--- config.mk ---
export PLATFORM = sky130hd
export DESIGN_NAME = loop_clock_regs
export DESIGN_NICKNAME = d
export VERILOG_FILES = /design/src/verilog/clk_gen_pkg.sv /design/src/verilog/loop_clock_regs.sv
export SDC_FILE = /design/constraint.sdc
export NUM_CORES = 1
export LEC_CHECK = 0
export ABC_AREA = 0
export BUFFER_PORTS_ARGS = -buffer_cell sky130_fd_sc_hd__buf_2
export CAP_MARGIN = 20
export CORE_UTILIZATION = 25
export DETAILED_ROUTE_END_ITERATION = 10
export GPL_ROUTABILITY_DRIVEN = 0
export GPL_TIMING_DRIVEN = 0
export PLACE_DENSITY_LB_ADDON = 0.3
export SYNTH_ARGS = -nofsm -noshare
export SYNTH_HDL_FRONTEND = slang
export SYNTH_SLANG_ARGS = --single-unit
--- constraint.sdc ---
create_clock -name clk_sys -period 5.49 [get_ports clk_sys]
set_input_delay 0.8235 -clock clk_sys [delete_from_list [all_inputs] [get_ports clk_sys]]
set_output_delay 0.8235 -clock clk_sys [all_outputs]
set_load 0.02 [all_outputs]
--- src/verilog/clk_gen_pkg.sv ---
// Package holding the register map, field layout and types of the loop unit.
package clk_gen_pkg;

  // ---------------------------------------------------------------------
  // Widths
  // ---------------------------------------------------------------------
  localparam int ADDR_W   = 8;
  localparam int DATA_W   = 8;
  localparam int MULT_W   = 7;
  localparam int TRIM_W   = 9;
  localparam int FACTOR_W = 11;

  // ---------------------------------------------------------------------
  // Register offsets
  // ---------------------------------------------------------------------
  localparam logic [7:0] CTL0_OFS  = 8'h34;
  localparam logic [7:0] CTL1_OFS  = 8'h35;
  localparam logic [7:0] MULT_OFS  = 8'h36;
  localparam logic [7:0] FLAGS_OFS = 8'h37;
  localparam logic [7:0] TRIMH_OFS = 8'h38;
  localparam logic [7:0] TRIML_OFS = 8'h39;

  // ---------------------------------------------------------------------
  // Field positions
  // ---------------------------------------------------------------------
  localparam int OSC_EN_BIT  = 7;
  localparam int BUS_SRC_BIT = 3;
  localparam int REF_SEL_BIT = 2;
  localparam int IRQ_EN_BIT  = 1;
  localparam int POWER_ON_FLAG_BIT    = 6;
  localparam int LOCK_CHANGE_FLAG_BIT  = 4;
  localparam int LOCK_STATUS_BIT  = 3;
  localparam int ILLEGAL_ACCESS_FLAG_BIT    = 2;
  localparam int OSC_STARTED_BIT   = 1;
  localparam int TRIM_HI_BIT = 8;

  // ---------------------------------------------------------------------
  // Reset values and masks
  // ---------------------------------------------------------------------
  localparam logic [7:0]        CTL0_RST  = 8'h00;
  localparam logic [7:0]        CTL1_RST  = 8'h00;
  localparam logic [7:0]        CTL0_MASK = 8'hfe;
  localparam logic [7:0]        CTL1_MASK = 8'hf2;
  localparam logic [MULT_W-1:0] MULT_RST  = 7'h00;
  localparam logic [TRIM_W-1:0] TRIM_RST  = 9'h000;
  localparam logic [FACTOR_W-1:0] MULT_BASE = 11'h3e8;

  // ---------------------------------------------------------------------
  // Types
  // ---------------------------------------------------------------------
  typedef struct packed {
    logic              wr;
    logic              rd;
    logic [ADDR_W-1:0] addr;
    logic [DATA_W-1:0] wdata;
  } reg_req_s;

  typedef enum logic [1:0] {
    TRIM_LOAD = 2'b01,
    TRIM_RUN  = 2'b10
  } trim_state_e;

endpackage

--- src/verilog/loop_clock_regs.sv ---
// Register file, lock tracking and status flags of the frequency lock loop.
//
// Implementation choice: the address-and-strobe port.
`timescale 1ns/10ps

module loop_clock_regs (
  input  wire logic                        clk_sys,          // System clock.
  input  wire logic                        rst_b,            // System reset.
  input  wire logic                        clk_en,           // Clock enable.
  input  wire clk_gen_pkg::reg_req_s       reg_req,          // Bus request.
  output logic [clk_gen_pkg::DATA_W-1:0]   rd_data,          // Read data.
  input  wire logic                        power_on_reset,   // Power-on.
  input  wire logic                        illegal_access,   // Bad access.
  input  wire logic                        stop_mode,        // Stop mode.
  input  wire logic                        lock_in_tol,      // Async lock.
  input  wire logic                        osc_start_done,   // Async start.
  input  wire logic [clk_gen_pkg::TRIM_W-1:0] trim_factory,  // Flash trim.
  output logic [clk_gen_pkg::FACTOR_W-1:0] multiply_factor,  // Loop factor.
  output logic                             reference_select, // Ref choice.
  output logic                             bus_clock_source, // Bus source.
  output logic                             osc_enable,       // Osc on.
  output logic                             osc_monitor_en,   // Monitor on.
  output logic [clk_gen_pkg::TRIM_W-1:0]   ref_trim,         // Trim value.
  output logic                             lock_irq          // Interrupt.
);

  // ---------------------------------------------------------------------
  // Synchronisers for the analog status levels
  // ---------------------------------------------------------------------
  logic tol_meta_r;
  logic tol_sync_r;
  logic osc_meta_r;
  logic osc_sync_r;

  always_ff @(posedge clk_sys) begin
    if (!rst_b) begin
      tol_meta_r <= 1'b0;
      tol_sync_r <= 1'b0;
      osc_meta_r <= 1'b0;
      osc_sync_r <= 1'b0;
    end else if (clk_en) begin
      tol_meta_r <= lock_in_tol;
      tol_sync_r <= tol_meta_r;
      osc_meta_r <= osc_start_done;
      osc_sync_r <= osc_meta_r;
    end
  end

  // ---------------------------------------------------------------------
  // Control, lock and trim state
  // ---------------------------------------------------------------------
  logic [7:0]                          ctl0_r;
  logic [7:0]                          ctl0_nxt;
  logic [7:0]                          ctl1_r;
  logic [7:0]                          ctl1_nxt;
  logic [clk_gen_pkg::MULT_W-1:0]      mult_r;
  logic [clk_gen_pkg::MULT_W-1:0]      mult_nxt;
  logic [clk_gen_pkg::FACTOR_W-1:0]    factor_r;
  logic [clk_gen_pkg::FACTOR_W-1:0]    factor_nxt;
  logic [clk_gen_pkg::TRIM_W-1:0]      trim_r;
  logic [clk_gen_pkg::TRIM_W-1:0]      trim_nxt;
  clk_gen_pkg::trim_state_e            state_r;
  clk_gen_pkg::trim_state_e            state_nxt;
  logic                                lock_r;
  logic                                lock_nxt;
  logic                                relock_wait_r;
  logic                                relock_wait_nxt;
  logic                                lock_change_flag_r;
  logic                                lock_change_flag_nxt;
  logic                                started_r;
  logic                                started_nxt;
  logic                                irq_r;
  logic                                irq_nxt;
  logic [7:0]                          rd_r;
  logic [7:0]                          rd_nxt;
  logic                                power_on_flag_r;
  logic                                power_on_flag_nxt;
  logic                                illegal_access_flag_r;
  logic                                illegal_access_flag_nxt;

  logic wr_ctl0;
  logic wr_ctl1;
  logic wr_mult;
  logic wr_flags;
  logic wr_trimh;
  logic wr_triml;
  logic force_clear;

  assign wr_ctl0  = reg_req.wr && reg_req.addr == clk_gen_pkg::CTL0_OFS;
  assign wr_ctl1  = reg_req.wr && reg_req.addr == clk_gen_pkg::CTL1_OFS;
  assign wr_mult  = reg_req.wr && reg_req.addr == clk_gen_pkg::MULT_OFS;
  assign wr_flags = reg_req.wr && reg_req.addr == clk_gen_pkg::FLAGS_OFS;
  assign wr_trimh = reg_req.wr && reg_req.addr == clk_gen_pkg::TRIMH_OFS;
  assign wr_triml = reg_req.wr && reg_req.addr == clk_gen_pkg::TRIML_OFS;

  // Writes that retune the loop, and stop entry, drop lock silently.
  assign force_clear = stop_mode | wr_ctl0 | wr_mult | wr_trimh
                     | wr_triml;

  always_comb begin
    ctl0_nxt        = ctl0_r;
    ctl1_nxt        = ctl1_r;
    mult_nxt        = mult_r;
    trim_nxt        = trim_r;
    state_nxt       = state_r;
    started_nxt     = started_r;
    relock_wait_nxt = relock_wait_r;
    lock_nxt        = 1'b0;
    lock_change_flag_nxt      = lock_change_flag_r;
    rd_nxt          = 8'h00;

    if (wr_ctl0) begin
      ctl0_nxt = reg_req.wdata & clk_gen_pkg::CTL0_MASK;
      ctl0_nxt[clk_gen_pkg::BUS_SRC_BIT] =
        reg_req.wdata[clk_gen_pkg::BUS_SRC_BIT] & started_r;
      ctl0_nxt[clk_gen_pkg::REF_SEL_BIT] =
        reg_req.wdata[clk_gen_pkg::REF_SEL_BIT] & started_r;
    end
    if (!ctl0_nxt[clk_gen_pkg::OSC_EN_BIT] || stop_mode) begin
      ctl0_nxt[clk_gen_pkg::BUS_SRC_BIT] = 1'b0;
      ctl0_nxt[clk_gen_pkg::REF_SEL_BIT] = 1'b0;
    end
    if (wr_ctl1) begin
      ctl1_nxt = reg_req.wdata & clk_gen_pkg::CTL1_MASK;
    end
    if (wr_mult) begin
      mult_nxt = reg_req.wdata[clk_gen_pkg::MULT_W-1:0];
    end

    // Startup status follows the oscillator and never software.
    if (!ctl0_r[clk_gen_pkg::OSC_EN_BIT] || stop_mode) begin
      started_nxt = 1'b0;
    end else if (osc_sync_r) begin
      started_nxt = 1'b1;
    end

    case (state_r)
      clk_gen_pkg::TRIM_LOAD: begin
        trim_nxt  = trim_factory;
        state_nxt = clk_gen_pkg::TRIM_RUN;
      end
      clk_gen_pkg::TRIM_RUN: begin
        if (wr_trimh) begin
          trim_nxt[clk_gen_pkg::TRIM_HI_BIT] = reg_req.wdata[0];
        end
        if (wr_triml) begin
          trim_nxt[7:0] = reg_req.wdata;
        end
      end
      default: begin
        state_nxt = clk_gen_pkg::TRIM_LOAD;
      end
    endcase

    // After a forced clear the tolerance detector must first report a
    // miss, so a stale in-tolerance level cannot fake a new lock.
    if (force_clear) begin
      relock_wait_nxt = 1'b1;
    end else if (!tol_sync_r) begin
      relock_wait_nxt = 1'b0;
    end
    lock_nxt = !force_clear && tol_sync_r && !relock_wait_r;

    if (wr_flags && reg_req.wdata[clk_gen_pkg::LOCK_CHANGE_FLAG_BIT]) begin
      lock_change_flag_nxt = 1'b0;
    end
    if (lock_nxt != lock_r && !force_clear) begin
      lock_change_flag_nxt = 1'b1;
    end

    if (reg_req.rd) begin
      case (reg_req.addr)
        clk_gen_pkg::CTL0_OFS:  rd_nxt = ctl0_r;
        clk_gen_pkg::CTL1_OFS:  rd_nxt = ctl1_r;
        clk_gen_pkg::MULT_OFS:  rd_nxt = {1'b0, mult_r};
        clk_gen_pkg::FLAGS_OFS: rd_nxt = {1'b0, power_on_flag_r, 1'b0, lock_change_flag_r,
                                          lock_r, illegal_access_flag_r, started_r,
                                          1'b0};
        clk_gen_pkg::TRIMH_OFS: rd_nxt = {7'h00, trim_r[8]};
        clk_gen_pkg::TRIML_OFS: rd_nxt = trim_r[7:0];
        default:                rd_nxt = 8'h00;
      endcase
    end

    factor_nxt = clk_gen_pkg::MULT_BASE
               + {3'h0, mult_nxt, 1'b0};
    irq_nxt    = lock_change_flag_nxt & ctl1_nxt[clk_gen_pkg::IRQ_EN_BIT];
  end

  always_ff @(posedge clk_sys) begin
    if (!rst_b) begin
      ctl0_r        <= clk_gen_pkg::CTL0_RST;
      ctl1_r        <= clk_gen_pkg::CTL1_RST;
      mult_r        <= clk_gen_pkg::MULT_RST;
      factor_r      <= clk_gen_pkg::MULT_BASE;
      trim_r        <= clk_gen_pkg::TRIM_RST;
      state_r       <= clk_gen_pkg::TRIM_LOAD;
      started_r     <= 1'b0;
      relock_wait_r <= 1'b0;
      lock_r        <= 1'b0;
      lock_change_flag_r      <= 1'b0;
      irq_r         <= 1'b0;
      rd_r          <= 8'h00;
    end else if (clk_en) begin
      ctl0_r        <= ctl0_nxt;
      ctl1_r        <= ctl1_nxt;
      mult_r        <= mult_nxt;
      factor_r      <= factor_nxt;
      trim_r        <= trim_nxt;
      state_r       <= state_nxt;
      started_r     <= started_nxt;
      relock_wait_r <= relock_wait_nxt;
      lock_r        <= lock_nxt;
      lock_change_flag_r      <= lock_change_flag_nxt;
      irq_r         <= irq_nxt;
      rd_r          <= rd_nxt;
    end
  end

  // ---------------------------------------------------------------------
  // Reset source flags
  // ---------------------------------------------------------------------
  // These sit outside the system reset so software can tell why it ran.
  always_comb begin
    power_on_flag_nxt = power_on_flag_r;
    illegal_access_flag_nxt = illegal_access_flag_r;
    if (wr_flags && reg_req.wdata[clk_gen_pkg::POWER_ON_FLAG_BIT]) begin
      power_on_flag_nxt = 1'b0;
    end
    if (wr_flags && reg_req.wdata[clk_gen_pkg::ILLEGAL_ACCESS_FLAG_BIT]) begin
      illegal_access_flag_nxt = 1'b0;
    end
    if (illegal_access) begin
      illegal_access_flag_nxt = 1'b1;
    end
    if (power_on_reset) begin
      power_on_flag_nxt = 1'b1;
      illegal_access_flag_nxt = 1'b0;
    end
  end

  always_ff @(posedge clk_sys) begin
    if (clk_en) begin
      power_on_flag_r <= power_on_flag_nxt;
      illegal_access_flag_r <= illegal_access_flag_nxt;
    end
  end

  assign rd_data          = rd_r;
  assign multiply_factor  = factor_r;
  assign reference_select = ctl0_r[clk_gen_pkg::REF_SEL_BIT];
  assign bus_clock_source = ctl0_r[clk_gen_pkg::BUS_SRC_BIT];
  assign osc_enable       = ctl0_r[clk_gen_pkg::OSC_EN_BIT];
  assign osc_monitor_en   = started_r;
  assign ref_trim         = trim_r;
  assign lock_irq         = irq_r;
endmodule

### Yosys cells after proc, flatten, opt, wreduce, memory -nomap -nowiden

Index checks and enable logic that the tools add are counted.

* mux-type cells: 19
* reductions and logical operators: 33
* add/sub/neg operators: 1
* eq/ne operators: 12
* bitwise gates (word level): 8

Operators with widths (number)
* $eq A8 B6 Y1 const B: 6
* $pmux W8 S6: 1
* $mux W8: 3
* $pmux W9 S2: 1
* $reduce_and A2 Y1: 8
* $logic_and A1 B1 Y1: 12
* $add A10 B8 Y11 const A: 1
* $mux W1: 10
* $reduce_bool A2 Y1: 4
* $mux W7: 1
* $reduce_and A3 Y1: 2
* $logic_not A1 Y1: 4
* $mux W2: 2
* $ne A2 B2 Y1 const B: 2
* $or A1 B1 Y1: 4
* $pmux W2 S2: 1
* $and A1 B1 Y1: 3
* $reduce_bool A3 Y1: 1
* $eq A2 B1 Y1 const B: 1
* $eq A2 B2 Y1 const B: 1
* $logic_or A1 B1 Y1: 2
* $ne A2 B1 Y1 const B: 1
* $ne A1 B1 Y1: 1
* $not A1 Y1: 1

* flip-flop bits (word level): 60
* output and inout port bits: 33
* input port bits: 35

### Logic depth before layout (Yosys ltp)

* word-level depth: 13
* gate-level depth with buffers: 10
* mapped depth without buffers: 8

### Least setup slack after synthesis

No wires, ideal clock.

* path kind: input to register
* start: in reg_req[14] (netlist bit)
* end: reg factor_r, in the netlist multiply_factor[7]
* setup time: 123 ps
* arrival: 2635 ps
* data required time: 5367 ps
* slack: 2732 ps
* path buffers: 2
* stages: 9
* cell sequence: and4bb_1 buf_6 and4_4 buf_6 mux2_1 ha_1 o311a_1 nor3_1 o21ai_0

* longest elaborated chain between the ends: 4

Ends and longest elaborated chain
* start: declaration: line loop_clock_regs.sv:10 `input wire clk_gen_pkg::reg_req_s reg_req,`
* $eq A8 B6 Y1: line loop_clock_regs.sv:91 `assign wr_mult = reg_req.wr && reg_req.addr == clk_gen_pkg::MULT_OFS;`
* $logic_and A1 B1 Y1: line loop_clock_regs.sv:91
* $mux W7: line loop_clock_regs.sv:126 `if (wr_mult) begin`
* net mult_nxt (one bit): line loop_clock_regs.sv:57 `logic [clk_gen_pkg::MULT_W-1:0] mult_nxt;`
* $add A10 B8 Y11: line loop_clock_regs.sv:186 `+ {3'h0, mult_nxt, 1'b0};`
* end signal: assignment: line loop_clock_regs.sv:195 `factor_r <= clk_gen_pkg::MULT_BASE;`
* end signal: assignment: line loop_clock_regs.sv:208 `factor_r <= factor_nxt;`
* end: declaration: line loop_clock_regs.sv:58 `logic [clk_gen_pkg::FACTOR_W-1:0] factor_r;`

The timed path passes the listed nets, and every way through them passes these cells.
A chain may end at the register's enable or synchronous reset.

### Worst setup path in the final report

Ends and elaborated chain as after synthesis.

==> results.py <==
metrics = {
    "cells_and_area": {
        "layout-area-overhead-vs-synth_pct": 25.8,
        "fin_nets": 419,
        "num_antenna_cells": 0,
        "sequential_cell_area_mm2": 0.00116,
        "fill_cells": 1143,
        "multiInputGateArea_mm2": 0.00151,
        "ratio_of_cells_with_drive_above_1_in_the_final_layout_pct": 25.0,
    },
    "floorplan": {
        "die_w_um": 108,
        "dieHeight_um": 108,
        "core.rowCount": 38,
        "coreArea_mm2": 0.0109,
        "design.portCount": 68,
        "die-area_mm2": 0.0116,
        "initial_standard_cell_utilization_of_the_core_pct": 25.7,
    },
    "timing": {
        "setup_tns_ps": 0,
        "finalMaxSlewViolations": 0,
        "min_period_over_period_pct": 49.2,
        "timing.fmax_mhz": 370,
        "rsz0062_at_grt": "no",
        "slew_headroom_pct": 56.7,
        "clock_skew_ps": 8.72,
        "setup_viol": 0,
        "report.final.hold_viol_count": 0,
        "whs_ps": 451,
        "tightest_slew_ps": 649,
        "timing.final.crit_period_ps": 2700,
    },
    "worst_setup_path": {
        "critical_path.max_fanout": 10,
        "critPathLaunch": "reg_req[14]",
        "critPathArrivalTime_ps": 2920,
        "r2r_start": "state_r[0]",
        "worst-endpoint-required_ps": 5710,
        "crit-reg2reg-capture": "ref_trim[6]",
        "critical_path.startpoint_type": "primary input",
        "worst_reg2reg_path_length_in_cells": 6,
        "r2r_setup_slack_ps": 3710,
        "endpoint": "multiply_factor[7]",
        "endpoint_kind": "flop",
        "criticalPathCategory": "in -> reg",
    },
    "synthesis": {
        "synth.top_cell.area_share_pct": 39.3,
        "mean_syn_cell_area_um2": 9.13,
        "ys.flop_type": "sky130_fd_sc_hd__dfxtp_1",
        "synth_seq_cells": 57,
        "synth.top_cells.by_area": "sky130_fd_sc_hd__dfxtp_1, sky130_fd_sc_hd__mux2i_1, sky130_fd_sc_hd__nor2_1",
        "synth_area_leader_cell": "sky130_fd_sc_hd__dfxtp_1",
        "seq_area_frac_synth_pct": 41.4,
        "synth.cell_area_mm2": 0.00280,
        "synth.lib_cells_used.distinct": 58,
        "ys_async_sr_fraction_pct": 0,
        "synthesis.yosys.warnings": 0,
        "synth_fp_nets": 343,
        "synth_enable_flop_cells": 2,
        "post_synth_inst_count": 307,
    },
    "hold_path": {
        "min_path_type": "reg -> reg",
    },
    "clock_network": {
        "cts_tree": "yes",
        "cts_buffer_depth": 2,
        "clock_tree.root_cell": "sky130_fd_sc_hd__clkbuf_8",
        "worst_skew_pair.late_latency_ps": 340,
        "cts.clk_slew.worst_paths_ps": 70,
        "cts-resized-gates": 0,
        "cts_buffers": 9,
        "cts.htree.levels": 3,
        "cts_num_sinks": 57,
        "post-cts-setup-buffer-count": 0,
        "post_cts_hold_fix_bufs": 0,
    },
    "detailed_routing": {
        "route.antenna.remaining_nets": 0,
        "post_drt_via_cell_ratio": 4.84,
        "firstDrtPassIters": 4,
        "drt_iter0_drc": 67,
        "route.detailed.drc": 0,
        "post_drt_wl_per_cell_um": 16.8,
        "route.final.wire_length_mm": 8.85,
        "detailroute.via_count": 2554,
    },
    "pwr": {
        "ir_worst_vdd_uv": 93.8,
        "power_density_mw_per_mm2": 293,
        "static-leakage-power_nw": 1.65,
    },
    "grt": {
        "global_route.overflow_total": 0,
        "grt_antenna_before_repair": 0,
        "maximum_number_of_pins_on_one_net_before_global_route_repair": 11,
        "vias_in_the_first_global_route": 2586,
        "global_route_usage_over_all_layers_pct": 16.2,
        "grt_first_pass_wirelength_mm": 13.9,
    },
    "placement": {
        "hpwlAfterDp_mm": 6.68,
        "port-buffer-count": 65,
    },
    "flow_run": {
        "number_of_max_cap_violations": 0,
    },
    "run_status": {
        "outcome": "completed",
    },
}
[stage by stage]
step	util, %	total power [mW]	area [µm²]	worst slack, ps	cells
floorplan	-	0.535	2800	2730	307
global placement	30.3	0.589	3300	2470	512
detailed placement	30.3	0.591	3300	2480	512
CTS	32.4	1.04	3530	2830	528
global route	32.4	1.08	3530	2740	528
finish	32.4	1.03	3530	2790	528
[placed cells by master (no fill, tap or decap), types with 3 or more instances in the layout]
cell and instances:
sky130_fd_sc_hd__nor2_1 40, sky130_fd_sc_hd__mux2i_1 41, sky130_fd_sc_hd__and2_1 7, sky130_fd_sc_hd__nor3b_1 3, sky130_fd_sc_hd__a22o_1 4, sky130_fd_sc_hd__inv_1 5
sky130_fd_sc_hd__nor2b_1 5, sky130_fd_sc_hd__buf_2 69, sky130_fd_sc_hd__buf_1 3, sky130_fd_sc_hd__clkbuf_1 12, sky130_fd_sc_hd__nand3_1 5, sky130_fd_sc_hd__nand2b_1 3
sky130_fd_sc_hd__a211oi_1 6, sky130_fd_sc_hd__a22oi_1 8, sky130_fd_sc_hd__nand4_1 5, sky130_fd_sc_hd__a21oi_1 10, sky130_fd_sc_hd__xor2_1 4, sky130_fd_sc_hd__o21ai_0 16
sky130_fd_sc_hd__clkbuf_8 11, sky130_fd_sc_hd__nand2_1 23, sky130_fd_sc_hd__dfxtp_1 55, sky130_fd_sc_hd__buf_4 4
[per-layer routing]
layer  vias up  wire, µm  GRT usage, %
met5         -         0             0
met4         0       165          6.16
met3        16       403          3.57
met2        71      3980          25.4
met1      1216      4300          21.4
li1       1251         -             -
[critical path: stages]
cell	delay, ps
sky130_fd_sc_hd__buf_2	90
sky130_fd_sc_hd__and4bb_1	260
sky130_fd_sc_hd__buf_6	140
sky130_fd_sc_hd__and4_4	230
sky130_fd_sc_hd__buf_6	150
sky130_fd_sc_hd__mux2_1	350
sky130_fd_sc_hd__ha_1	270
sky130_fd_sc_hd__o311a_1	310
sky130_fd_sc_hd__nor3_1	180
sky130_fd_sc_hd__o21ai_0	110
[worst min-delay path by stage]
| stage | startpoint | end | slack (ps) | cells after the start |
|---|---|---|---|---|
| finish | rd_data[3] | rd_data[3] | 450 | 2 |
| global route | rd_data[0] | rd_data[0] | 480 | 2 |
| CTS | rd_data[3] | rd_data[3] | 460 | 2 |
| detailed placement | rd_data[3] | rd_data[3] | 440 | 2 |
| global placement | rd_data[2] | rd_data[2] | 440 | 2 |
| floorplan | osc_meta_r | osc_meta_r | 460 | 2 |
[state kept, by name, summed over array words and instances (netlist names)]
name / flops
ctl1_r: 5
tol_meta_r: 1
tol_sync_r: 1
multiply_factor: 8
lock_r: 1
osc_monitor_en: 1
osc_sync_r: 1
state_r: 2
ctl0_r: 7
power_on_flag_r: 1
relock_wait_r: 1
illegal_access_flag_r: 1
ref_trim: 9
lock_irq: 1
rd_data: 8
mult_r: 7
lock_change_flag_r: 1
osc_meta_r: 1
[cell usage after synthesis (4+ instances only)]
master	n
sky130_fd_sc_hd__nand4_1	5
sky130_fd_sc_hd__a21oi_1	10
sky130_fd_sc_hd__xor2_1	4
sky130_fd_sc_hd__a211oi_1	6
sky130_fd_sc_hd__nor2b_1	5
sky130_fd_sc_hd__a22oi_1	8
sky130_fd_sc_hd__inv_1	5
sky130_fd_sc_hd__clkbuf_1	9
sky130_fd_sc_hd__o21ai_0	16
sky130_fd_sc_hd__a22o_1	4
sky130_fd_sc_hd__buf_2	4
sky130_fd_sc_hd__nor2_1	40
sky130_fd_sc_hd__dfxtp_1	55
sky130_fd_sc_hd__mux2i_1	41
sky130_fd_sc_hd__buf_4	4
sky130_fd_sc_hd__and2_1	7
sky130_fd_sc_hd__nand3_1	5
sky130_fd_sc_hd__nand2_1	23
[layout make-up]
cell class | count | share of cell area [%]
Sequential cell | 57 | 32.9
Clock buffer | 14 | 4.61
Clock inverter | 2 | 1.70
Buffer | 22 | 3.34
Multi-Input combinational cell | 223 | 42.7
Tap cell | 140 | 4.97
Timing Repair Buffer | 65 | 9.23
Inverter | 5 | 0.532
[cells by family after synthesis]
group,Yosys count,synth area share (%)
other cells,1,0.134
fa+ha+maj,1,0.446
buf+inv,27,4.87
compound gates,66,16.4
xor+xnor,5,1.56
mux,44,15.9
simple gates,106,19.2
flops,57,41.4
[power by group]
group	switching, mW	internal [mW]	total (mW)
logic	0.0841	0.0497	0.134
clock network	0.172	0.281	0.454
registers	0.0132	0.433	0.446
total	0.270	0.764	1.03
Note: power is estimated with default switching activity, not from simulation.
